`src/common/ppe_pkg.sv`:
```
package ppe_pkg;

    // -------------------------------------------------------------------
    // Widths
    // -------------------------------------------------------------------
    localparam int ADDR_W = 16;
    localparam int DATA_W = 8;
    localparam int OFS_W = 3;
    localparam int CTL_W = 6;
    localparam int REQ_W = 1 + OFS_W + DATA_W;
    localparam int FIFO_DEPTH = 8;

    // -------------------------------------------------------------------
    // Port offsets from the base address
    // -------------------------------------------------------------------
    localparam logic [OFS_W-1:0] OFS_DATA = 3'h0;
    localparam logic [OFS_W-1:0] OFS_STATUS = 3'h1;
    localparam logic [OFS_W-1:0] OFS_CONTROL = 3'h2;
    localparam logic [OFS_W-1:0] OFS_EPP_ADDR = 3'h3;
    localparam logic [OFS_W-1:0] OFS_EPP_DATA0 = 3'h4;

    // -------------------------------------------------------------------
    // Field positions
    // -------------------------------------------------------------------
    localparam int ST_TIMEOUT_BIT = 0;
    localparam int ST_FAULT_BIT = 3;
    localparam int ST_ONLINE_BIT = 4;
    localparam int ST_PAPER_BIT = 5;
    localparam int ST_ACK_BIT = 6;
    localparam int ST_READY_BIT = 7;
    localparam int CT_STROBE_BIT = 0;
    localparam int CT_LINEFEED_BIT = 1;
    localparam int CT_INIT_BIT = 2;
    localparam int CT_SELECT_BIT = 3;
    localparam int CT_IRQ_EN_BIT = 4;
    localparam int CT_DIR_BIT = 5;
    localparam int REQ_WRITE_BIT = REQ_W - 1;

    // -------------------------------------------------------------------
    // Reset and fixed values
    // -------------------------------------------------------------------
    localparam logic [DATA_W-1:0] DATA_RESET = 8'h00;
    localparam logic [CTL_W-1:0] CTL_RESET = 6'h00;
    localparam logic [DATA_W-1:0] EPP_ABSENT_READ = 8'hFF;

    // -------------------------------------------------------------------
    // Port modes
    // -------------------------------------------------------------------
    localparam logic [1:0] MODE_PRINTER = 2'h0;
    localparam logic [1:0] MODE_BIDIR = 2'h1;
    localparam logic [1:0] MODE_EPP = 2'h2;
    localparam logic [1:0] MODE_ECP = 2'h3;

    // -------------------------------------------------------------------
    // Timing
    // -------------------------------------------------------------------
    localparam int CLK_MHZ = 250;
    localparam int EPP_TIMEOUT_US = 10;
    localparam int TMO_CYCLES = EPP_TIMEOUT_US * CLK_MHZ;
    localparam int TMO_W = 12;

    typedef enum logic [1:0] {
        ST_IDLE,
        ST_PRE,
        ST_STB
    } ppe_state_type;

endpackage

```
`src/hw/ppe_mem.sv`:
```
`timescale 1ns/100ps
module ppe_mem #(
    parameter int WIDTH = 12,
    parameter int DEPTH = 8,
    parameter int AW = 3
) (
    input wire logic clk,
    input wire logic we,
    input wire logic [AW-1:0] waddr,
    input wire logic [WIDTH-1:0] wdata,
    input wire logic [AW-1:0] raddr,
    output logic [WIDTH-1:0] rdata
);

    logic [WIDTH-1:0] mem [DEPTH];
    logic [WIDTH-1:0] rdata_r;

    always_ff @(posedge clk) begin
        if (we) begin
            mem[waddr] <= wdata;
        end
    end

    // Write-first bypass so a word written into an empty queue is seen at once.
    always_ff @(posedge clk) begin
        if (we && (waddr == raddr)) begin
            rdata_r <= wdata;
        end else begin
            rdata_r <= mem[raddr];
        end
    end

    assign rdata = rdata_r;

endmodule

```
`src/hw/ppe_fifo.sv`:
```
`timescale 1ns/100ps
module ppe_fifo #(
    parameter int WIDTH = 12,
    parameter int DEPTH = 8
) (
    input wire logic clk,
    input wire logic rst_n,
    input wire logic in_valid,
    output logic in_ready,
    input wire logic [WIDTH-1:0] in_data,
    output logic out_valid,
    input wire logic out_ready,
    output logic [WIDTH-1:0] out_data
);

    localparam int AW = $clog2(DEPTH);
    localparam logic [AW:0] FULL_COUNT = AW'(0) + (AW+1)'(DEPTH);

    logic [AW-1:0] wr_ptr_r;
    logic [AW-1:0] rd_ptr_r;
    logic [AW-1:0] rd_ptr_nxt;
    logic [AW:0] count_r;
    logic [AW:0] count_nxt;
    logic ready_r;
    logic push;
    logic pop;

    assign push = in_valid && ready_r;
    assign pop = out_valid && out_ready;
    assign rd_ptr_nxt = pop ? rd_ptr_r + AW'(1) : rd_ptr_r;
    assign count_nxt = count_r + (AW+1)'(push) - (AW+1)'(pop);

    always_ff @(posedge clk) begin
        if (!rst_n) begin
            wr_ptr_r <= '0;
            rd_ptr_r <= '0;
            count_r <= '0;
            ready_r <= 1'b0;
        end else begin
            if (push) begin
                wr_ptr_r <= wr_ptr_r + AW'(1);
            end
            rd_ptr_r <= rd_ptr_nxt;
            count_r <= count_nxt;
            ready_r <= (count_nxt != FULL_COUNT);
        end
    end

    ppe_mem #(.WIDTH(WIDTH), .DEPTH(DEPTH), .AW(AW)) u_mem (
        .clk(clk),
        .we(push),
        .waddr(wr_ptr_r),
        .wdata(in_data),
        .raddr(rd_ptr_nxt),
        .rdata(out_data)
    );

    assign in_ready = ready_r;
    assign out_valid = (count_r != '0);

endmodule

```
`src/hw/ppe_port.sv`:
```
`timescale 1ns/100ps
module ppe_port (
    input wire logic clk,
    input wire logic rst_n,
    // Host I/O side.
    input wire logic io_valid,
    output logic io_ready,
    input wire logic io_write,
    input wire logic [15:0] io_addr,
    input wire logic [7:0] io_wdata,
    output logic io_done,
    output logic [7:0] io_rdata,
    // Configuration.
    input wire logic [15:0] base_addr,
    input wire logic [1:0] port_mode,
    input wire logic tmo_clear_mode,
    // Cable side.
    input wire logic [7:0] port_data_pins_in,
    output logic [7:0] port_data_pins_out,
    output logic port_data_pins_oe,
    output logic strobe_pin_n,
    output logic linefeed_pin,
    output logic init_pin,
    output logic select_in_pin,
    input wire logic fault_pin,
    input wire logic online_pin,
    input wire logic paper_out_pin,
    input wire logic acknowledge_in,
    input wire logic wait_pin_n,
    output logic ack_irq
);

    // -------------------------------------------------------------------
    // Pin synchronisers
    // -------------------------------------------------------------------
    localparam int SYNC_W = ppe_pkg::DATA_W + 5;

    logic [SYNC_W-1:0] pin_meta_r;
    logic [SYNC_W-1:0] pin_sync_r;
    logic [ppe_pkg::DATA_W-1:0] pd_sync;
    logic fault_sync, online_sync, paper_sync, ack_sync;
    logic wait_sync_n;
    logic ack_prev_r;

    always_ff @(posedge clk) begin
        if (!rst_n) begin
            pin_meta_r <= '0;
            pin_sync_r <= '0;
        end else begin
            pin_meta_r <= {port_data_pins_in, fault_pin, online_pin, paper_out_pin,
                           acknowledge_in, wait_pin_n};
            pin_sync_r <= pin_meta_r;
        end
    end

    assign pd_sync = pin_sync_r[SYNC_W-1:5];
    assign fault_sync = pin_sync_r[4];
    assign online_sync = pin_sync_r[3];
    assign paper_sync = pin_sync_r[2];
    assign ack_sync = pin_sync_r[1];
    assign wait_sync_n = pin_sync_r[0];

    // -------------------------------------------------------------------
    // Address decode and request queue
    // -------------------------------------------------------------------
    // Accesses outside the eight-byte window are accepted and dropped; another
    // device on the host bus answers them.
    logic addr_hit;
    logic fifo_in_valid;
    logic [ppe_pkg::REQ_W-1:0] fifo_in_data;
    logic req_valid, req_ready;
    logic [ppe_pkg::REQ_W-1:0] req_data;
    logic req_write;
    logic [ppe_pkg::OFS_W-1:0] req_ofs;
    logic [ppe_pkg::DATA_W-1:0] req_wdata;
    logic fifo_ready;

    assign addr_hit = (io_addr[ppe_pkg::ADDR_W-1:ppe_pkg::OFS_W]
                       == base_addr[ppe_pkg::ADDR_W-1:ppe_pkg::OFS_W]);
    assign fifo_in_valid = io_valid && addr_hit;
    assign fifo_in_data = {io_write, io_addr[ppe_pkg::OFS_W-1:0], io_wdata};

    ppe_fifo #(.WIDTH(ppe_pkg::REQ_W), .DEPTH(ppe_pkg::FIFO_DEPTH)) u_fifo (
        .clk(clk),
        .rst_n(rst_n),
        .in_valid(fifo_in_valid),
        .in_ready(fifo_ready),
        .in_data(fifo_in_data),
        .out_valid(req_valid),
        .out_ready(req_ready),
        .out_data(req_data)
    );

    assign io_ready = fifo_ready;
    assign req_write = req_data[ppe_pkg::REQ_WRITE_BIT];
    assign req_ofs = req_data[ppe_pkg::REQ_WRITE_BIT-1:ppe_pkg::DATA_W];
    assign req_wdata = req_data[ppe_pkg::DATA_W-1:0];

    // -------------------------------------------------------------------
    // Request engine
    // -------------------------------------------------------------------
    ppe_pkg::ppe_state_type state_r;
    logic [ppe_pkg::TMO_W-1:0] tmo_cnt_r;
    logic epp_mode, is_epp_ofs, take, start_epp, tmo_hit, cycle_ok;
    logic epp_wr_r, epp_is_addr_r;
    logic [ppe_pkg::DATA_W-1:0] data_r;
    logic [ppe_pkg::DATA_W-1:0] epp_addr_r;
    logic [ppe_pkg::DATA_W-1:0] epp_data_r;
    logic [ppe_pkg::CTL_W-1:0] ctl_r;
    logic tmo_flag_r;
    logic [ppe_pkg::DATA_W-1:0] status_now;
    logic [ppe_pkg::DATA_W-1:0] local_rdata;
    logic done_r;
    logic [ppe_pkg::DATA_W-1:0] rdata_r;

    assign epp_mode = (port_mode == ppe_pkg::MODE_EPP);
    assign is_epp_ofs = (req_ofs >= ppe_pkg::OFS_EPP_ADDR);
    assign req_ready = (state_r == ppe_pkg::ST_IDLE);
    assign take = req_valid && req_ready;
    assign start_epp = take && is_epp_ofs && epp_mode;
    assign tmo_hit = (state_r != ppe_pkg::ST_IDLE)
                     && (tmo_cnt_r == ppe_pkg::TMO_W'(ppe_pkg::TMO_CYCLES - 1));
    // Peripheral released wait while its strobe is up: the cycle may finish.
    assign cycle_ok = (state_r == ppe_pkg::ST_STB) && wait_sync_n;

    always_ff @(posedge clk) begin
        if (!rst_n) begin
            state_r <= ppe_pkg::ST_IDLE;
        end else begin
            case (state_r)
                ppe_pkg::ST_IDLE: begin
                    if (start_epp) begin
                        state_r <= ppe_pkg::ST_PRE;
                    end
                end
                ppe_pkg::ST_PRE: begin
                    if (tmo_hit) begin
                        state_r <= ppe_pkg::ST_IDLE;
                    end else if (!wait_sync_n) begin
                        state_r <= ppe_pkg::ST_STB;
                    end
                end
                ppe_pkg::ST_STB: begin
                    if (tmo_hit || cycle_ok) begin
                        state_r <= ppe_pkg::ST_IDLE;
                    end
                end
                default: begin
                    state_r <= ppe_pkg::ST_IDLE;
                end
            endcase
        end
    end

    // The limit counts from the start of the EPP cycle, wait phase included.
    always_ff @(posedge clk) begin
        if (!rst_n) begin
            tmo_cnt_r <= '0;
        end else if (state_r == ppe_pkg::ST_IDLE) begin
            tmo_cnt_r <= '0;
        end else begin
            tmo_cnt_r <= tmo_cnt_r + ppe_pkg::TMO_W'(1);
        end
    end

    // A write with the direction bit set turns into a read on the cable.
    always_ff @(posedge clk) begin
        if (!rst_n) begin
            epp_wr_r <= 1'b0;
            epp_is_addr_r <= 1'b0;
        end else if (start_epp) begin
            epp_wr_r <= req_write && !ctl_r[ppe_pkg::CT_DIR_BIT];
            epp_is_addr_r <= (req_ofs == ppe_pkg::OFS_EPP_ADDR);
        end
    end

    // -------------------------------------------------------------------
    // Port registers
    // -------------------------------------------------------------------
    always_ff @(posedge clk) begin
        if (!rst_n) begin
            data_r <= ppe_pkg::DATA_RESET;
        end else if (take && req_write && req_ofs == ppe_pkg::OFS_DATA) begin
            data_r <= req_wdata;
        end
    end

    always_ff @(posedge clk) begin
        if (!rst_n) begin
            ctl_r <= ppe_pkg::CTL_RESET;
        end else if (take && req_write && req_ofs == ppe_pkg::OFS_CONTROL) begin
            ctl_r <= req_wdata[ppe_pkg::CTL_W-1:0];
        end
    end

    always_ff @(posedge clk) begin
        if (!rst_n) begin
            epp_addr_r <= ppe_pkg::DATA_RESET;
        end else if (start_epp && req_write && req_ofs == ppe_pkg::OFS_EPP_ADDR) begin
            epp_addr_r <= req_wdata;
        end
    end

    // One latch serves all four data windows since they share the cable.
    always_ff @(posedge clk) begin
        if (!rst_n) begin
            epp_data_r <= ppe_pkg::DATA_RESET;
        end else if (start_epp && req_write && req_ofs >= ppe_pkg::OFS_EPP_DATA0) begin
            epp_data_r <= req_wdata;
        end
    end

    // Setting wins over either clear so a timeout is never lost.
    always_ff @(posedge clk) begin
        if (!rst_n) begin
            tmo_flag_r <= 1'b0;
        end else if (tmo_hit) begin
            tmo_flag_r <= 1'b1;
        end else if (take && req_ofs == ppe_pkg::OFS_STATUS) begin
            if (req_write && !tmo_clear_mode && req_wdata[ppe_pkg::ST_TIMEOUT_BIT]) begin
                tmo_flag_r <= 1'b0;
            end else if (!req_write && tmo_clear_mode) begin
                tmo_flag_r <= 1'b0;
            end
        end
    end

    // -------------------------------------------------------------------
    // Read data
    // -------------------------------------------------------------------
    always_comb begin
        status_now = '0;
        status_now[ppe_pkg::ST_TIMEOUT_BIT] = tmo_flag_r;
        status_now[ppe_pkg::ST_FAULT_BIT] = fault_sync;
        status_now[ppe_pkg::ST_ONLINE_BIT] = online_sync;
        status_now[ppe_pkg::ST_PAPER_BIT] = paper_sync;
        status_now[ppe_pkg::ST_ACK_BIT] = ack_sync;
        status_now[ppe_pkg::ST_READY_BIT] = !wait_sync_n;
    end

    always_comb begin
        case (req_ofs)
            ppe_pkg::OFS_DATA: begin
                // Printer mode reads the pins; other modes read them too, since
                // with the direction bit clear the pins carry the latch.
                local_rdata = pd_sync;
            end
            ppe_pkg::OFS_STATUS: begin
                local_rdata = status_now;
            end
            ppe_pkg::OFS_CONTROL: begin
                local_rdata = {{(ppe_pkg::DATA_W - ppe_pkg::CTL_W){1'b0}}, ctl_r};
            end
            default: begin
                local_rdata = ppe_pkg::EPP_ABSENT_READ;
            end
        endcase
    end

    // The answer is captured once and held until the next answer, so the
    // host sees a steady status byte for its whole read.
    always_ff @(posedge clk) begin
        if (!rst_n) begin
            rdata_r <= '0;
        end else if (take && !start_epp && !req_write) begin
            rdata_r <= local_rdata;
        end else if (cycle_ok && !epp_wr_r) begin
            rdata_r <= pd_sync;
        end else if (tmo_hit && !epp_wr_r) begin
            rdata_r <= pd_sync;
        end
    end

    always_ff @(posedge clk) begin
        if (!rst_n) begin
            done_r <= 1'b0;
        end else begin
            done_r <= (take && !start_epp) || cycle_ok || tmo_hit;
        end
    end

    assign io_done = done_r;
    assign io_rdata = rdata_r;

    // -------------------------------------------------------------------
    // Cable outputs
    // -------------------------------------------------------------------
    logic epp_busy, strobe_up;
    logic [ppe_pkg::DATA_W-1:0] pd_out_r;
    logic pd_oe_r, strobe_r, linefeed_r, init_r, select_r;

    assign epp_busy = (state_r != ppe_pkg::ST_IDLE);
    assign strobe_up = (state_r == ppe_pkg::ST_STB) && !cycle_ok && !tmo_hit;

    always_ff @(posedge clk) begin
        if (!rst_n) begin
            pd_out_r <= ppe_pkg::DATA_RESET;
        end else if (epp_busy && epp_wr_r) begin
            pd_out_r <= epp_is_addr_r ? epp_addr_r : epp_data_r;
        end else begin
            pd_out_r <= data_r;
        end
    end

    always_ff @(posedge clk) begin
        if (!rst_n) begin
            pd_oe_r <= 1'b1;
        end else if (port_mode == ppe_pkg::MODE_PRINTER) begin
            pd_oe_r <= 1'b1;
        end else if (epp_busy) begin
            pd_oe_r <= epp_wr_r;
        end else begin
            pd_oe_r <= !ctl_r[ppe_pkg::CT_DIR_BIT];
        end
    end

    // Between EPP cycles the pins follow the control register as usual.
    always_ff @(posedge clk) begin
        if (!rst_n) begin
            strobe_r <= 1'b1;
            linefeed_r <= 1'b1;
            select_r <= 1'b1;
        end else if (epp_busy) begin
            strobe_r <= !epp_wr_r;
            linefeed_r <= !(strobe_up && !epp_is_addr_r);
            select_r <= !(strobe_up && epp_is_addr_r);
        end else begin
            strobe_r <= !ctl_r[ppe_pkg::CT_STROBE_BIT];
            linefeed_r <= !ctl_r[ppe_pkg::CT_LINEFEED_BIT];
            select_r <= !ctl_r[ppe_pkg::CT_SELECT_BIT];
        end
    end

    always_ff @(posedge clk) begin
        if (!rst_n) begin
            init_r <= 1'b0;
        end else begin
            init_r <= ctl_r[ppe_pkg::CT_INIT_BIT];
        end
    end

    assign port_data_pins_out = pd_out_r;
    assign port_data_pins_oe = pd_oe_r;
    assign strobe_pin_n = strobe_r;
    assign linefeed_pin = linefeed_r;
    assign init_pin = init_r;
    assign select_in_pin = select_r;

    // -------------------------------------------------------------------
    // Acknowledge interrupt
    // -------------------------------------------------------------------
    logic irq_r;

    always_ff @(posedge clk) begin
        if (!rst_n) begin
            ack_prev_r <= 1'b0;
            irq_r <= 1'b0;
        end else begin
            ack_prev_r <= ack_sync;
            irq_r <= ack_sync && !ack_prev_r && ctl_r[ppe_pkg::CT_IRQ_EN_BIT];
        end
    end

    assign ack_irq = irq_r;

endmodule

```
`config.mk`:
```
export PLATFORM = sky130hd
export DESIGN_NAME = ppe_port
export DESIGN_NICKNAME = d
export VERILOG_FILES = /design/src/common/ppe_pkg.sv /design/src/hw/ppe_mem.sv /design/src/hw/ppe_fifo.sv /design/src/hw/ppe_port.sv
export SDC_FILE = /design/constraint.sdc
export NUM_CORES = 1
export LEC_CHECK = 0
export BUFFER_PORTS_ARGS = -buffer_cell sky130_fd_sc_hd__buf_2
export CAP_MARGIN = 40
export CORE_MARGIN = 5
export CORE_UTILIZATION = 45
export DETAILED_ROUTE_END_ITERATION = 8
export PLACE_DENSITY_LB_ADDON = 0.05
export SYNTH_ARGS = -nofsm -noshare
export SYNTH_HDL_FRONTEND = slang
export SYNTH_SLANG_ARGS = --single-unit
export TNS_END_PERCENT = 30
```
`constraint.sdc`:
```
create_clock -name clk -period 4.5 [get_ports clk]
set_clock_uncertainty 0.2 [all_clocks]
set_input_delay 0.225 -clock clk [delete_from_list [all_inputs] [get_ports clk]]
set_output_delay 0.225 -clock clk [all_outputs]
set_load 0.02 [all_outputs]
```
Word level (Yosys, flattened, before mapping)

Memory sizes are Yosys's and may differ from the RTL's. A register that Yosys moved wholly into a read port is not among the register bits.
Index checks and enable logic that the tools add are counted.

Add/subtract/negate cells: 5
Order comparisons: 2
Equal/unequal tests: 12
Mux-type cells: 22
Bitwise logic cells: 1
Reductions and logical operators: 59

Operators with widths:

| kind                                                              | count |
|---|---|
| two-way mux 8 bit                                                 | 5 |
| logical AND 1 bit                                                 | 29 |
| case mux 8 bit (3 select lines)                                   | 1 |
| zero test 1 bit                                                   | 15 |
| equality test 13 bit                                              | 1 |
| adder 12 x 1 -> 12 bit, second input constant                     | 1 |
| equality test 12 bit, second input constant                       | 1 |
| two-way mux 1 bit                                                 | 10 |
| two-way mux 2 bit                                                 | 4 |
| adder 3 x 1 -> 3 bit, second input constant                       | 2 |
| equality test 3 x 2 -> 1 bit, second input constant               | 2 |
| case mux 2 bit (3 select lines)                                   | 1 |
| nonzero test 3 bit                                                | 2 |
| adder 4 x 1 -> 4 bit                                              | 1 |
| equality test 2 bit, second input constant                        | 2 |
| zero test 2 bit                                                   | 2 |
| inequality test 2 bit, second input constant                      | 2 |
| inequality test 4 bit, second input constant                      | 1 |
| nonzero test 2 bit                                                | 2 |
| nonzero test 4 bit                                                | 1 |
| OR reduction 2 bit                                                | 2 |
| subtractor 4 x 1 -> 4 bit                                         | 1 |
| equality test 3 x 1 -> 1 bit, second input constant               | 1 |
| greater-or-equal comparator 3 x 2 -> 1 bit, second input constant | 1 |
| other kinds (9)                                                   | 11 |

Register bits after elaboration: 108
Bits in writable memories: 96
Input bits: 60
Output and inout bits: 24
Word-level logic and storage cells: 127
Memories: 1

Memories:

| name             | depth | bits a word | read ports | clocked after Yosys merged registers in | write ports | line          | RTL |
|---|---|---|---|---|---|---|---|
| u_fifo.u_mem.mem | 8     | 12          | 1          | 1                                       | 1           | ppe_mem.sv:15 | `logic [WIDTH-1:0] mem [DEPTH];` |

Logic depth before layout (Yosys ltp)

Depth in word-level cells: 8
Gate-level depth with buffers: 12
Depth with buffers taken out: 11

Cells and area by module

From an unflattened synthesis, not the netlist that was laid out.

Cells, all modules: 629
Area, all modules: 8411.8 µm²

By module, submodules not included:

| module   | instances | cells each | area each (µm²) | seq. area each (µm²) |
|---|---|---|---|---|
| ppe_port | 1         | 407        | 4012.6          | 1941.9 |
| ppe_mem  | 1         | 155        | 3807.4          | 2942.8 |
| ppe_fifo | 1         | 67         | 591.8           | 220.2 |

Least setup slack after synthesis

OpenSTA, ideal clock, no wires.

Path kind: input port to flip-flop
From: in base_addr[7]
To: mem u_fifo.u_mem.mem[0][0] (enable)
Setup time: 0.396 ns
Data arrival time: 2.282 ns
Required time: 3.904 ns
Slack: 1.621 ns
Stages: 6
Cell sequence: xnor2_1 -> nand4_1 -> or4_1 -> clkbuf_1 -> or2_2 -> nor3_1

Longest elaborated chain between the ends: 5

RTL lines:

| what                                    | line           | RTL |
|---|---|---|
| start, declared                         | ppe_port.sv:14 | `input wire logic [15:0] base_addr,` |
| equality test 13 bit                    | ppe_port.sv:79 | `== base_addr[ppe_pkg::ADDR_W-1:ppe_pkg::OFS_W]);` |
| logical AND 1 bit                       | ppe_port.sv:80 | `assign fifo_in_valid = io_valid && addr_hit;` |
| logical AND 1 bit                       | ppe_fifo.sv:28 | `assign push = in_valid && ready_r;` |
| two-way mux 1 bit                       | ppe_mem.sv:19  | `if (we) begin` |
| two-way mux 1 bit (not written as such) | ppe_mem.sv:20  | `mem[waddr] <= wdata;` |
| end, declared                           | ppe_mem.sv:15  |  |

No other way between the ends.

==> flow_summary.yaml <==
timing:
  setup_viol: 0
  min_period_over_period_pct: 67.80
  hold_ws_ns: 0.02145
  min_period_ns: 3.051
  final-hold-violation-count: 0
  max_freq_mhz: 327.8
  rsz0062_at_grt: "false"
  setup_tns_ns: 0
  max_slew.worst_pin.slew_ns: 0.8963
  relSlewSlack_pct: 40.25
  report.final.slew_viol_count: 0
clocking:
  numCtsBuffers: 22
  clk_pin_slew_ns: 0.06
  cts_max_path_buffers: 3
  postCtsSetupRepairBufs: 0
  hold_buffers: 26
  cts_tree: "yes"
  cts-root-buf: "clkbuf_16"
  htree_levels: 1
  clock-sinks: 207
  worstSkewPairLatency_ns: 0.49
  cts_resized: 0
detailed_routing:
  vias: 4911
  drt_iter0_markers: 235
  drtPass1Iterations: 4
  final_antenna_net_count: 0
  wl_per_cell_um: 17.43
  drc: 0
  vias_per_cell: 5.116
  routed_wl_um: 16730
global_routing:
  antenna_found_initial: 0
  grt_use_met2_pct: 29.41
  grt-ovfl-total: 0
  grt_util_met3_pct: 3.075
  grt_pass1_vias: 5106
  busiest_layer: "met2"
  grt_pass1_wl_um: 26810
  grtUsageMet1_pct: 20.62
  grt_usage_pct: 16.38
  grt_max_degree: 51
power:
  switching_power_uw: 1488
  seqPwrFrac_pct: 42.1
  total_power_uw: 5268
  leakagePower_uw: 0.003575
  switching_share_pct: 28.24
  p_comb_share_pct: 24.9
  ir_drop_mv: 0.3132
  pwr-share-clk_pct: 33.0
  power_density_nw_per_um2: 540.1
  internal_power_uw: 3780
run:
  drv_cap: 0
synthesis:
  netlist_area_sq_um: 8134
  yosysMostFrequentCell: "dfxtp_1"
  synth_top_cell_area_share_pct: 35.44
  yosysSeqAreaShare_pct: 62.76
  syn_nets: 670
  async_flop_share_pct: 0
  synth_ff_type: "dfxtp_1"
  yosysWarnings: 0
  synth_cell_types: 50
  synth_cells: 601
  synth_edf_count: 96
  synth.avg_cell_area_sq_um: 13.53
  synth_seq_cells: 207
  synthTopCellsByArea: "edfxtp_1, dfxtp_1, mux2i_1"
  synth.top_cells.by_count: "dfxtp_1, edfxtp_1, nor2_1, mux2i_1, and2_1"
  synth_top_cell_by_area: "edfxtp_1"
layout:
  fillerInstances: 1518
  multiInputGateArea_sq_um: 2794
  fin_nets: 787
  drive_gt1_share_pct: 22.71
  register_area_sq_um: 5105
  area_growth_pct: 19.90
  instances_no_fill: 960
  diodes: 0
placement:
  dp_cells: 897
  port_buffers: 80
  gp_congestion: 0.7940
  place_hpwl_um: 11000
die:
  rows: 49
  die_h_um: 144.4
  fp.dieArea_sq_um: 20860
  start_util_pct: 45.44
  core-area_sq_um: 17900
  io_pins: 84
  die_w_um: 144.4
outcome:
  status: "completed"
critical_path:
  crit_required_ns: 4.70
  worstPathArrival_ns: 3.25
  critPathKind: "reg2reg"
  startpoint_type: "register"
  cp-end-kind: "register"
  path_max_fanout: 13
min_path:
  hold_path.class: "in2reg"
==> sequential cells by signal, summed over array words and instances, names as in the netlist, 2 cells and up, named ones only <==
| signal | flops |
|---|---|
| u_fifo.u_mem.mem | 96 |
| pin_meta_r | 13 |
| pin_sync_r | 13 |
| tmo_cnt_r | 12 |
| data_r | 8 |
| epp_addr_r | 8 |
| epp_data_r | 8 |
| io_rdata | 8 |
| port_data_pins_out | 8 |
| ctl_r | 6 |
| u_fifo.count_r | 4 |
| u_fifo.rd_ptr_r | 3 |
| u_fifo.wr_ptr_r | 3 |
| state_r | 2 |
==> per-stage QoR <==
stage | setup slack, ns | instance area (sq um) | util, %
global route | 1.154 | 9753 | 54.48
floorplan | 1.621 | 8134 | -
finish | 1.449 | 9753 | 54.48
detailed placement | 1.423 | 8785 | 49.07
CTS | 1.400 | 9753 | 54.48
global placement | 1.287 | 8751 | 48.88
==> worst paths after layout <==
check             slack (ns)  cells after the start             startpoint                        to
hold / removal          0.02                      2                  rst_n   strobe_pin_n$_SDFF_PN1_
setup reg to reg        1.45                      7               register  io_rdata[0]$_SDFFE_PN0P_
setup / recovery        1.45                      7               register  io_rdata[0]$_SDFFE_PN0P_
hold reg to reg         0.19                      1  ack_prev_r$_SDFF_PN0_        ack_irq$_SDFF_PN0_
==> final cells by class <==
cell class	instances	area share, %
multi-input combinational	348	28.65
clock buffer	30	6.684
timing repair buffer	123	8.198
tap	229	2.938
inverter	16	0.6158
clock inverter	7	0.5773
sequential	207	52.34
==> placed cells by master, fill, tap and decap left out, types with 19 or more instances in the layout <==
| cell type | synthesis | layout |
|---|---|---|
| clkbuf_16 | 0 | 23 |
| dfxtp_1 | 111 | 111 |
| buf_2 | 6 | 80 |
| nand2_1 | 20 | 20 |
| dlygate4sd3_1 | 0 | 26 |
| and2_1 | 34 | 34 |
| edfxtp_1 | 96 | 96 |
| nor2_1 | 68 | 67 |
| mux2i_1 | 47 | 47 |
| mux4_2 | 19 | 19 |
==> cell families after synthesis <==
| family | count (synthesis) | synth area share, % |
|---|---|---|
| and+or+nand+nor | 176 | 11.21 |
| muxes | 84 | 14.49 |
| xor gates and xnor gates | 28 | 3.015 |
| adders and majority gates | 9 | 1.477 |
| DFF | 207 | 62.76 |
| AOI/OAI and AO/OA | 51 | 4.122 |
| buffers and inverters | 46 | 2.923 |
==> power groups by stage <==
stage	clock network, uW	logic [uW]	registers [uW]
3_5_place_dp	0	1300	2260
3_3_place_gp	0	1240	2280
6_report	1740	1310	2220
4_1_cts	1790	1330	2220
5_1_grt	1860	1460	2240
2_1_floorplan	0	985	2260
==> worst max-delay path, stage by stage, from the launching register on <==
cell and delay [ns]:
dfxtp_1 0.75, mux4_2 0.58, mux2_2 0.41, a21oi_1 0.19
o211ai_1 0.18, buf_4 0.25, a221o_1 0.27, a31oi_1 0.13
==> per-layer routing <==
metal | wire, um | part of all wire (%)
met2 | 8370 | 50
met4 | 297 | 1.8
met1 | 7319 | 44
met3 | 744 | 4.4
met5 | 0 | 0
(Power assumes the default switching activity.)
